--- config.mk ---
export PLATFORM = sky130hd
export DESIGN_NAME = lcc_lane_regs
export DESIGN_NICKNAME = d
export VERILOG_FILES = /design/src/lcc_pkg.sv /design/src/lcc_mode_if.sv /design/src/lcc_sync2.sv /design/src/lcc_mode_sel.sv /design/src/lcc_lane_regs.sv
export VERILOG_INCLUDE_DIRS = /design/src /design/src/src
export SDC_FILE = /design/constraint.sdc
export NUM_CORES = 1
export LEC_CHECK = 0
export BUFFER_PORTS_ARGS = -buffer_cell sky130_fd_sc_hd__buf_2
export CORE_ASPECT_RATIO = 0.9
export CORE_MARGIN = 3
export CORE_UTILIZATION = 44
export DETAILED_ROUTE_END_ITERATION = 8
export HOLD_SLACK_MARGIN = 0.1
export PLACE_DENSITY = 0.77
export SETUP_SLACK_MARGIN = 0.4
export SYNTH_ARGS = -nofsm -noshare
export SYNTH_HDL_FRONTEND = slang
export SYNTH_HIERARCHICAL = 1
export SYNTH_SLANG_ARGS = --single-unit
--- constraint.sdc ---
create_clock -name mclk_i -period 1.2 [get_ports mclk_i]
set_clock_uncertainty 0.15 [all_clocks]
set_input_delay 0.12 -clock mclk_i [delete_from_list [all_inputs] [get_ports mclk_i]]
set_output_delay 0.12 -clock mclk_i [all_outputs]
set_load 0.005 [all_outputs]
--- src/lcc_cfg.svh ---
`ifndef LCC_CFG_SVH
`define LCC_CFG_SVH
// Behaviour
// RL1: idle-auto bit 5 low: output muting follows manual idle-select bit 4.
// RL2: manual idle: select 0 drives output with detect off, 1 mutes.
// RL3: rate-auto bit 1 low: rate range follows manual rate-select bit 0.
// RL4: manual rate: select 0 is 2.5-3.2 Gbps, 1 is 5.0-6.4 Gbps.
// RL5: idle/rate bits 7:6 and 3:2 reset to zero and ignore writes.
// RL6: equalizer gives 24 levels, three gain stages of eight boosts.
// RL7: equalizer bit 5 enables, bits 4:3 gain stage, bits 2:0 boost.
// RL8: equalizer resets to 20h, bypass with enable set.
// RL9: nine strap equalizer codes reproduce their strap setting when written.
// RL10: swing resets to 03h (600 mV); bits 7:6 read-only zero.
// RL11: swing codes 07h/0Fh/1Fh/3Fh give 800/1000/1200/1400 mV.
// RL12: de-emphasis bit 7 picks compatibility (0) or enhanced (1).
// RL13: de-emphasis bits 6:0 are the level; register resets to 03h.
// RL14: de-emphasis 01h/38h/88h/90h/A0h give 0/-3.5/-6/-9/-12 dB.
// RL15: software must never program reserved de-emphasis code C0h.
// RL16: idle threshold bits 3:2 de-assert, bits 1:0 assert, 7:4 reserved.
// RL17: threshold codes 00..11 give 110/70 up to 190/150 mV pairs.
// RL18: rate override low lets rate pin rule; high gives register control.
// RL19: idle override low lets idle pin rule; high gives register control.
// RL20: registers read back written bits; reserved bits read zero.
// RL21: a write reaches only this lane's analogue controls.

// -----------------------------------------------------------
// register offsets
// -----------------------------------------------------------
`define LCC_ADDR_IDLE_RATE 8'h15
`define LCC_ADDR_EQ        8'h16
`define LCC_ADDR_SWING     8'h17
`define LCC_ADDR_DEEMPH    8'h18
`define LCC_ADDR_THRESH    8'h19

// -----------------------------------------------------------
// writable masks and reset values
// -----------------------------------------------------------
`define LCC_MASK_IDLE_RATE 8'h33
`define LCC_MASK_EQ        8'h3F
`define LCC_MASK_SWING     8'h3F
`define LCC_MASK_DEEMPH    8'hFF
`define LCC_MASK_THRESH    8'h0F
`define LCC_RST_IDLE_RATE  8'h00
`define LCC_RST_EQ         8'h20
`define LCC_RST_SWING      8'h03
`define LCC_RST_DEEMPH     8'h03
`define LCC_RST_THRESH     8'h00

// -----------------------------------------------------------
// field positions
// -----------------------------------------------------------
`define LCC_IDLE_AUTO_BIT  5
`define LCC_IDLE_SEL_BIT   4
`define LCC_RATE_AUTO_BIT  1
`define LCC_RATE_SEL_BIT   0
`define LCC_EQ_EN_BIT      5
`define LCC_EQ_GST_MSB     4
`define LCC_EQ_GST_LSB     3
`define LCC_EQ_BST_MSB     2
`define LCC_DEEMPH_TYPE    7
`define LCC_DEEMPH_LVL_MSB 6
`define LCC_TH_DEA_MSB     3
`define LCC_TH_DEA_LSB     2
`define LCC_TH_AST_MSB     1
`define LCC_EQ_NUM_STAGES  2'h3

// -----------------------------------------------------------
// strap equalizer codes
// -----------------------------------------------------------
`define LCC_EQ_STRAP_CODES {8'h20, 8'h2A, 8'h30, 8'h31, 8'h38, \
                            8'h34, 8'h35, 8'h3A, 8'h3C}
`define LCC_EQ_NUM_STRAPS  9

// -----------------------------------------------------------
// swing and de-emphasis codes
// -----------------------------------------------------------
`define LCC_SW_600_CODE    6'h03
`define LCC_SW_800_CODE    6'h07
`define LCC_SW_1000_CODE   6'h0F
`define LCC_SW_1200_CODE   6'h1F
`define LCC_SW_1400_CODE   6'h3F
`define LCC_DE_0DB_CODE    8'h01
`define LCC_DE_3P5DB_CODE  8'h38
`define LCC_DE_6DB_CODE    8'h88
`define LCC_DE_9DB_CODE    8'h90
`define LCC_DE_12DB_CODE   8'hA0
`define LCC_DE_RSVD_CODE   8'hC0

// -----------------------------------------------------------
// idle thresholds in mV, index is the 2-bit code
// -----------------------------------------------------------
`define LCC_TH_DEA_MV {8'hBE, 8'hAA, 8'h96, 8'h6E}
`define LCC_TH_AST_MV {8'h96, 8'h82, 8'h6E, 8'h46}
`endif

--- src/lcc_pkg.sv ---
package lcc_pkg;
  typedef logic [7:0] lcc_byte_t;

  // decoded driver swing, one-hot
  typedef enum logic [5:0] {
    LCC_SW_600   = 6'h01,
    LCC_SW_800   = 6'h02,
    LCC_SW_1000  = 6'h04,
    LCC_SW_1200  = 6'h08,
    LCC_SW_1400  = 6'h10,
    LCC_SW_OTHER = 6'h20
  } lcc_swing_e;

  // decoded de-emphasis setting, one-hot
  typedef enum logic [6:0] {
    LCC_DE_0DB   = 7'h01,
    LCC_DE_3P5DB = 7'h02,
    LCC_DE_6DB   = 7'h04,
    LCC_DE_9DB   = 7'h08,
    LCC_DE_12DB  = 7'h10,
    LCC_DE_RSVD  = 7'h20,
    LCC_DE_OTHER = 7'h40
  } lcc_deemph_e;
endpackage

--- src/lcc_mode_if.sv ---
`timescale 1ns/1ns
`default_nettype none
// register fields and pin levels in, resolved lane modes out
interface lcc_mode_if;
  logic idle_auto;
  logic idle_sel;
  logic rate_auto;
  logic rate_sel;
  logic idle_ovr;
  logic rate_ovr;
  logic idle_pin;
  logic rate_pin;
  logic idle_det;
  logic rate_det;
  logic mute;
  logic sd_en;
  logic rate_high;
  logic idle_auto_act;
  logic rate_auto_act;

  modport cfg (output idle_auto, idle_sel, rate_auto, rate_sel,
               idle_ovr, rate_ovr, idle_pin, rate_pin, idle_det, rate_det,
               input mute, sd_en, rate_high, idle_auto_act, rate_auto_act);
  modport sel (input idle_auto, idle_sel, rate_auto, rate_sel,
               idle_ovr, rate_ovr, idle_pin, rate_pin, idle_det, rate_det,
               output mute, sd_en, rate_high, idle_auto_act, rate_auto_act);
endinterface
`default_nettype wire

--- src/lcc_sync2.sv ---
`timescale 1ns/1ns
`default_nettype none
module lcc_sync2 #(
  parameter int W = 4
) (
  input  wire logic         mclk_i,
  input  wire logic         rst_i,
  input  wire logic [W-1:0] d_i,
  output var  logic [W-1:0] q_o
);
  logic [W-1:0] meta_reg;

  // two-stage synchroniser; only the second stage is read
  always_ff @(posedge mclk_i or posedge rst_i) begin
    if (rst_i) begin
      meta_reg <= '0;
      q_o      <= '0;
    end else begin
      meta_reg <= d_i;
      q_o      <= meta_reg;
    end
  end
endmodule
`default_nettype wire

--- src/lcc_mode_sel.sv ---
`timescale 1ns/1ns
`default_nettype none
module lcc_mode_sel (
  input wire logic mclk_i,
  input wire logic rst_i,
  lcc_mode_if.sel  m
);
  logic idle_auto_eff;
  logic rate_auto_eff;
  logic mute_next;
  logic rate_next;

  // override high hands control to the register, low to the pins
  always_comb begin
    idle_auto_eff = m.idle_ovr ? m.idle_auto : m.idle_pin;  // RL19 RL1
    mute_next     = idle_auto_eff ? m.idle_det
                                  : (m.idle_ovr & m.idle_sel);  // RL2
    rate_auto_eff = m.rate_ovr & m.rate_auto;  // RL3
    if (!m.rate_ovr) begin
      rate_next = m.rate_pin;  // RL18
    end else if (m.rate_auto) begin
      rate_next = m.rate_det;
    end else begin
      rate_next = m.rate_sel;  // RL4
    end
  end

  // registered so the analogue controls never see decode glitches
  always_ff @(posedge mclk_i or posedge rst_i) begin
    if (rst_i) begin
      m.mute          <= 1'b0;
      m.sd_en         <= 1'b0;
      m.rate_high     <= 1'b0;
      m.idle_auto_act <= 1'b0;
      m.rate_auto_act <= 1'b0;
    end else begin
      m.mute          <= mute_next;
      m.sd_en         <= idle_auto_eff;
      m.rate_high     <= rate_next;
      m.idle_auto_act <= idle_auto_eff;
      m.rate_auto_act <= rate_auto_eff;
    end
  end
endmodule
`default_nettype wire

--- src/lcc_lane_regs.sv ---
`include "lcc_cfg.svh"
`timescale 1ns/1ns
`default_nettype none
module lcc_lane_regs (
  input  wire logic               mclk_i,
  input  wire logic               rst_i,
  // register port
  input  wire logic [7:0]         reg_addr_i,
  input  wire logic [7:0]         reg_wdata_i,
  input  wire logic               reg_wr_i,
  input  wire logic               reg_rd_i,
  output var  logic [7:0]         reg_rdata_o,
  // global override bits, same clock
  input  wire logic               idle_override_i,
  input  wire logic               rate_override_i,
  // pins and analogue detectors, asynchronous
  input  wire logic               idle_pin_i,
  input  wire logic               rate_pin_i,
  input  wire logic               idle_detect_i,
  input  wire logic               rate_detect_i,
  // receive equalizer
  output var  logic               eq_enable_o,
  output var  logic [1:0]         gain_stage_o,
  output var  logic [2:0]         boost_level_o,
  output var  logic               eq_level_valid_o,
  output var  logic               eq_strap_match_o,
  // driver
  output var  logic [5:0]         output_swing_o,
  output var  lcc_pkg::lcc_swing_e  output_swing_level_o,
  output var  logic               tx_deemph_type_o,
  output var  logic [6:0]         tx_deemph_level_o,
  output var  lcc_pkg::lcc_deemph_e tx_deemph_setting_o,
  // idle detector
  output var  logic [1:0]         idle_deassert_sel_o,
  output var  logic [1:0]         idle_assert_sel_o,
  output var  logic [7:0]         idle_deassert_mv_o,
  output var  logic [7:0]         idle_assert_mv_o,
  // resolved lane modes
  output var  logic               output_mute_o,
  output var  logic               signal_detect_en_o,
  output var  logic               rate_high_o,
  output var  logic               idle_auto_active_o,
  output var  logic               rate_auto_active_o
);

  // -----------------------------------------------------------
  // storage
  // -----------------------------------------------------------
  lcc_pkg::lcc_byte_t idle_rate_reg;
  lcc_pkg::lcc_byte_t eq_reg;
  lcc_pkg::lcc_byte_t swing_reg;
  lcc_pkg::lcc_byte_t deemph_reg;
  lcc_pkg::lcc_byte_t thresh_reg;
  lcc_pkg::lcc_byte_t rdata_next;
  logic [3:0]         async_sync;

  lcc_mode_if m_if ();

  // -----------------------------------------------------------
  // decode helpers
  // -----------------------------------------------------------

  // masked write keeps reserved bits at zero
  function automatic lcc_pkg::lcc_byte_t wr_val(
    input lcc_pkg::lcc_byte_t d,
    input lcc_pkg::lcc_byte_t mask
  );
    wr_val = d & mask;
  endfunction

  // true when the equalizer code equals one of the strap settings
  function automatic logic is_strap(input lcc_pkg::lcc_byte_t code);
    logic [8*`LCC_EQ_NUM_STRAPS-1:0] tbl;
    tbl      = `LCC_EQ_STRAP_CODES;
    is_strap = 1'b0;
    for (int i = 0; i < `LCC_EQ_NUM_STRAPS; i++) begin
      if (tbl[8*i +: 8] == code) begin
        is_strap = 1'b1;
      end
    end
  endfunction

  // swing code to driver level; uncharted codes flagged
  function automatic lcc_pkg::lcc_swing_e swing_dec(input logic [5:0] c);
    case (c)
      `LCC_SW_600_CODE:  swing_dec = lcc_pkg::LCC_SW_600;
      `LCC_SW_800_CODE:  swing_dec = lcc_pkg::LCC_SW_800;
      `LCC_SW_1000_CODE: swing_dec = lcc_pkg::LCC_SW_1000;
      `LCC_SW_1200_CODE: swing_dec = lcc_pkg::LCC_SW_1200;
      `LCC_SW_1400_CODE: swing_dec = lcc_pkg::LCC_SW_1400;
      default:           swing_dec = lcc_pkg::LCC_SW_OTHER;
    endcase
  endfunction

  // de-emphasis code to setting; the reserved code is only flagged,
  // since keeping software off it is software's job
  function automatic lcc_pkg::lcc_deemph_e de_dec(input logic [7:0] c);
    case (c)
      `LCC_DE_0DB_CODE:   de_dec = lcc_pkg::LCC_DE_0DB;
      `LCC_DE_3P5DB_CODE: de_dec = lcc_pkg::LCC_DE_3P5DB;
      `LCC_DE_6DB_CODE:   de_dec = lcc_pkg::LCC_DE_6DB;
      `LCC_DE_9DB_CODE:   de_dec = lcc_pkg::LCC_DE_9DB;
      `LCC_DE_12DB_CODE:  de_dec = lcc_pkg::LCC_DE_12DB;
      `LCC_DE_RSVD_CODE:  de_dec = lcc_pkg::LCC_DE_RSVD;  // RL15
      default:            de_dec = lcc_pkg::LCC_DE_OTHER;
    endcase
  endfunction

  // 2-bit threshold code to millivolts from a 4-entry table
  function automatic logic [7:0] thr_mv(
    input logic [31:0] tbl,
    input logic [1:0]  code
  );
    thr_mv = tbl[8*code +: 8];
  endfunction

  // -----------------------------------------------------------
  // register writes, one process per register
  // -----------------------------------------------------------

  // idle and rate select
  always_ff @(posedge mclk_i or posedge rst_i) begin
    if (rst_i) begin
      idle_rate_reg <= `LCC_RST_IDLE_RATE;
    end else if (reg_wr_i && reg_addr_i == `LCC_ADDR_IDLE_RATE) begin
      idle_rate_reg <= wr_val(reg_wdata_i, `LCC_MASK_IDLE_RATE);  // RL5
    end
  end

  // receive equalizer, bypass after reset
  always_ff @(posedge mclk_i or posedge rst_i) begin
    if (rst_i) begin
      eq_reg <= `LCC_RST_EQ;  // RL8
    end else if (reg_wr_i && reg_addr_i == `LCC_ADDR_EQ) begin
      eq_reg <= wr_val(reg_wdata_i, `LCC_MASK_EQ);  // RL9
    end
  end

  // driver swing, top bits stay zero
  always_ff @(posedge mclk_i or posedge rst_i) begin
    if (rst_i) begin
      swing_reg <= `LCC_RST_SWING;  // RL10
    end else if (reg_wr_i && reg_addr_i == `LCC_ADDR_SWING) begin
      swing_reg <= wr_val(reg_wdata_i, `LCC_MASK_SWING);  // RL10
    end
  end

  // transmit de-emphasis, all eight bits live
  always_ff @(posedge mclk_i or posedge rst_i) begin
    if (rst_i) begin
      deemph_reg <= `LCC_RST_DEEMPH;  // RL13
    end else if (reg_wr_i && reg_addr_i == `LCC_ADDR_DEEMPH) begin
      deemph_reg <= wr_val(reg_wdata_i, `LCC_MASK_DEEMPH);
    end
  end

  // idle detect thresholds
  always_ff @(posedge mclk_i or posedge rst_i) begin
    if (rst_i) begin
      thresh_reg <= `LCC_RST_THRESH;  // RL17
    end else if (reg_wr_i && reg_addr_i == `LCC_ADDR_THRESH) begin
      thresh_reg <= wr_val(reg_wdata_i, `LCC_MASK_THRESH);  // RL16
    end
  end

  // -----------------------------------------------------------
  // read path
  // -----------------------------------------------------------

  // unmapped offsets read zero; a read in the write cycle sees old data
  always_comb begin
    case (reg_addr_i)
      `LCC_ADDR_IDLE_RATE: rdata_next = idle_rate_reg;  // RL20
      `LCC_ADDR_EQ:        rdata_next = eq_reg;
      `LCC_ADDR_SWING:     rdata_next = swing_reg;
      `LCC_ADDR_DEEMPH:    rdata_next = deemph_reg;
      `LCC_ADDR_THRESH:    rdata_next = thresh_reg;
      default:             rdata_next = 8'h00;
    endcase
  end

  // read data held until the next read
  always_ff @(posedge mclk_i or posedge rst_i) begin
    if (rst_i) begin
      reg_rdata_o <= 8'h00;
    end else if (reg_rd_i) begin
      reg_rdata_o <= rdata_next;  // RL20
    end
  end

  // -----------------------------------------------------------
  // analogue controls, straight from this lane's flops
  // -----------------------------------------------------------

  // each field is wired only from its own register
  assign eq_enable_o    = eq_reg[`LCC_EQ_EN_BIT];  // RL7 RL21
  assign gain_stage_o   = eq_reg[`LCC_EQ_GST_MSB:`LCC_EQ_GST_LSB];  // RL7
  assign boost_level_o  = eq_reg[`LCC_EQ_BST_MSB:0];  // RL7
  assign output_swing_o = swing_reg[5:0];
  assign tx_deemph_type_o  = deemph_reg[`LCC_DEEMPH_TYPE];  // RL12
  assign tx_deemph_level_o = deemph_reg[`LCC_DEEMPH_LVL_MSB:0];  // RL13
  assign idle_deassert_sel_o =
    thresh_reg[`LCC_TH_DEA_MSB:`LCC_TH_DEA_LSB];  // RL16
  assign idle_assert_sel_o = thresh_reg[`LCC_TH_AST_MSB:0];  // RL16

  // stage 0 holds only bypass; stages 1..3 give the 3 x 8 = 24 levels
  assign eq_level_valid_o = gain_stage_o != 2'h0 || boost_level_o == 3'h0;  // RL6
  assign eq_strap_match_o = is_strap(eq_reg);  // RL9

  // decoded levels for the driver and the idle comparator
  assign output_swing_level_o = swing_dec(swing_reg[5:0]);  // RL11
  assign tx_deemph_setting_o  = de_dec(deemph_reg);  // RL14
  assign idle_deassert_mv_o =
    thr_mv(`LCC_TH_DEA_MV, idle_deassert_sel_o);  // RL17
  assign idle_assert_mv_o = thr_mv(`LCC_TH_AST_MV, idle_assert_sel_o);

  // -----------------------------------------------------------
  // pin and detector inputs, idle and rate resolution
  // -----------------------------------------------------------

  // all four are foreign to mclk_i, so they are synchronised together
  lcc_sync2 #(
    .W (4)
  ) u_sync (
    .mclk_i (mclk_i),
    .rst_i  (rst_i),
    .d_i    ({idle_pin_i, rate_pin_i, idle_detect_i, rate_detect_i}),
    .q_o    (async_sync)
  );

  // register fields and overrides into the mode selector
  assign m_if.idle_auto = idle_rate_reg[`LCC_IDLE_AUTO_BIT];
  assign m_if.idle_sel  = idle_rate_reg[`LCC_IDLE_SEL_BIT];
  assign m_if.rate_auto = idle_rate_reg[`LCC_RATE_AUTO_BIT];
  assign m_if.rate_sel  = idle_rate_reg[`LCC_RATE_SEL_BIT];
  assign m_if.idle_ovr  = idle_override_i;
  assign m_if.rate_ovr  = rate_override_i;
  assign m_if.idle_pin  = async_sync[3];
  assign m_if.rate_pin  = async_sync[2];
  assign m_if.idle_det  = async_sync[1];
  assign m_if.rate_det  = async_sync[0];

  lcc_mode_sel u_mode (
    .mclk_i (mclk_i),
    .rst_i  (rst_i),
    .m      (m_if.sel)
  );

  assign output_mute_o      = m_if.mute;
  assign signal_detect_en_o = m_if.sd_en;
  assign rate_high_o        = m_if.rate_high;
  assign idle_auto_active_o = m_if.idle_auto_act;
  assign rate_auto_active_o = m_if.rate_auto_act;
endmodule
`default_nettype wire

==> metrics.txt <==
CP endpoint kind=primary output; Final Max Slew Viols=0; HP Class=input port to register; final core utilization=0.8614; Core ar.=5075 sq um; Slowest cell on crit path=dfrtp_2; first-pass GRT wire length=12250 microns; reg2reg end=reg_rdata_o[1]; Placer Congestion=0.8568; hpwl dp=4810 microns; Yosys cell types=46; Final #Nets=about 410; RSZ-0062 raised after global routing=yes; Clock Latency Late Sink=0.31 ns; final total power=~3600 uW; endpoints failing setup=between 70 and 80; CTS Root Cell=clkbuf_8; P&R area growth vs syn=80.85%; final critical-path setup slack=-0.5590 ns; Avg Vias per Cell=approximately 5.6; worst IR drop on VDD=0.0009634 V; antenna violations before repair=0; Cell Pwr Density=approximately 810 nW/um^2; combinational share of power=0.234; Synth Warn #=6; setup TNS=-14.43 ns; clock slew seen by the registers of the worst setup and hold paths=0.09 ns; Worst R2R Path Depth=5; Worst EP required=0.93 ns; gr ovfl total=0; Crit path max-delay family=simple AND/OR/NAND/NOR gates; top-count cell post-synth=dfrtp_1; Fmax=568.5 MHz; non-filler instance count after layout=approximately 450; largest cells by area after synthesis=dfrtp_1 45%, mux2_2 12%, dfstp_2 5.4%, mux2_4 4.3%, buf_4 2.8%; FFs w/ async S/R, synth=1.000; min-delay src=idle_override_i; DRT Pass-1 Iters=4; crit path max fanout=3; Internal Pwr Total=between 2000 and 3000 uW; Routed wire per std cell=~20 microns; Hold WS=-0.1128 ns; Leak=0.002233 uW; Placed Cells=388; Synth area leader=dfrtp_1; Worst setup SP type=register; TritonCTS Sinks=48; Synth Cell Area=2417 sq um; total track usage=0.2393; DRC=0; Switching Share=0.2725; hold path cells=2; period utilization=1.466; routed via count=around 2500; status=finished, violations left; layout cells sized above 1=0.7356; final hold vios=19; Die Width=84.13 microns; pin count of the biggest net entering global routing=23; Flop pwr share=0.500; hold path endpoint=u_mode/m.mute; Die Ht=76.32 microns; number of diodes=0; crit path kind=register to primary output; buffer depth of the longest clock path=2; Initial Util=0.4763; share of the synthesized area in the top cell type=0.4451; Gate Count Post-Synth=204; critical path's largest stage delay=0.44 ns; synth cell count leaders=43 x dfrtp_1, 26 x mux2_2, 12 x nor2_1; htree depth=2; Top-Level Pins=94; Die Area=roughly 6400 sq um; row cnt=24; maxcap violations=0; CP Buf/Inv Count=1; Routed Antenna Nets=0; number of global-route vias before repair=2379; Post-synth EDFFs=0; Port Buffers=89; crit-path cells=nor4_1, and4b_1, a211oi_2, buf_2; net switching power=967.8 uW; Num CTS Buffers=5; crit path DAT=between 1 and 1.5 ns; syn avg cell area=11.85 sq um; violation count after the first detailed-route iteration=194; failing checks=negative hold slack, negative setup slack; origin of the critical flop-to-flop path=swing_reg[1]; CTS tree=done; min Tclk post-route=1.759 ns; Seq/Total Area, Yosys=0.4995; most common flop cell mapped by yosys=dfrtp_1; Reg2Reg Setup Slack=-0.44 ns; routed wire length=9076 microns; FF+latch count, synth=48; Clock Power Share=0.267
==> worst reg2reg max path, stage by stage (launching register included) <==
cell	delay, ns
dfstp_2	0.39
buf_6	0.12
buf_6	0.11
mux2_4	0.25
a222oi_1	0.36
o2bb2ai_1	0.13
==> cell type report <==
type	count	area, sq um
clock buffer	7	76.32
clock inverter	1	5.005
sequential	48	1225
inverter	8	33.78
multi-input combinational	135	1374
fill	245	703.2
tap	65	81.33
timing repair buffer	183	1577
==> worst max path at each step <==
stage / startpoint / to / slack [ns] / cells past startpoint
2_1_floorplan: reg_addr_i[5] / swing_reg[2] / -0.23 / 4
3_3_place_gp: reg_addr_i[5] / eq_reg[3] / -0.39 / 5
3_5_place_dp: reg_addr_i[5] / eq_reg[3] / -0.44 / 5
4_1_cts: deemph_reg[1] / tx_deemph_setting_o[6] / -0.53 / 4
5_1_grt: eq_reg[2] / eq_strap_match_o / -0.61 / 5
6_report: deemph_reg[7] / tx_deemph_setting_o[6] / -0.56 / 4
==> metal layers <==
| layer | vias to the layer above | global-route usage | share of wire |
|---|---|---|---|
| met5 | - | 0 | 0 |
| met4 | 0 | 0.05627 | 0.032 |
| met3 | 43 | 0.04541 | 0.077 |
| met2 | 157 | 0.4093 | 0.51 |
| met1 | 1235 | 0.3134 | 0.38 |
| li1 | 1084 | - | - |
==> logic make-up (layout without fill, tap and decap cells) <==
| family | Yosys count | count (layout) | share of synthesized area |
|---|---|---|---|
| AOI/OAI and AO/OA | 30 | 30 | 0.09266 |
| xor gates and xnor gates | 1 | 1 | 0.003624 |
| buffers and inverters | 23 | 199 | 0.05124 |
| DFF | 48 | 48 | 0.4995 |
| muxes | 36 | 36 | 0.1770 |
| other | 2 | 4 | 0.003107 |
| and+or+nand+nor | 64 | 64 | 0.1729 |
==> placed cells by master (no fill, tap or decap), types with 3 or more instances in the layout <==
| cell type | instances |
|---|---|
| buf_6 | 78 |
| buf_2 | 58 |
| buf_4 | 39 |
| dfrtp_1 | 29 |
| mux2_2 | 20 |
| dfrtp_2 | 14 |
| mux2_4 | 13 |
| nor2_1 | 6 |
| inv_1 | 6 |
| nand2_1 | 6 |
| clkbuf_8 | 5 |
| dfstp_2 | 5 |
| dlygate4sd3_1 | 5 |
| nand2_4 | 4 |
| nor2_2 | 4 |
| conb_1 | 4 |
| nand2b_1 | 3 |
| nor3b_2 | 3 |
| nor4_4 | 3 |
| nand2b_4 | 3 |
| nand3_1 | 3 |
| a21oi_1 | 3 |
| and2_1 | 3 |
| a32oi_1 | 3 |
| a22oi_2 | 3 |
| mux2i_1 | 3 |
==> power by group through the flow <==
stage	Sequential (uW)	Combinational, uW	Clock (uW)
2_1_floorplan	1790	255	0
3_3_place_gp	1790	502	0
3_5_place_dp	1790	515	0
4_1_cts	1760	687	936
5_1_grt	1780	879	1020
6_report	1770	830	947
==> stage by stage <==
| step | setup slack, ns | instance area [sq um] |
|---|---|---|
| after floorplan | -0.2276 | 2587 |
| after global placement | -0.3876 | 3319 |
| after detailed placement | -0.4422 | 3319 |
| after CTS | -0.5307 | 4023 |
| after global routing | -0.6095 | 4372 |
| final | -0.5590 | 4372 |
==> repair_timing <==
action | in CTS | in global routing
cloned | 0 | 1
gates resized for setup | 83 | 38
hold buffers | 5 | 1
setup buffers | 26 | 19
hold endpoints to repair | 82 | 81
endpoints found under the setup margin | 104 | 148
pin swaps | 19 | 9
Power figures use the tool's default switching activity.
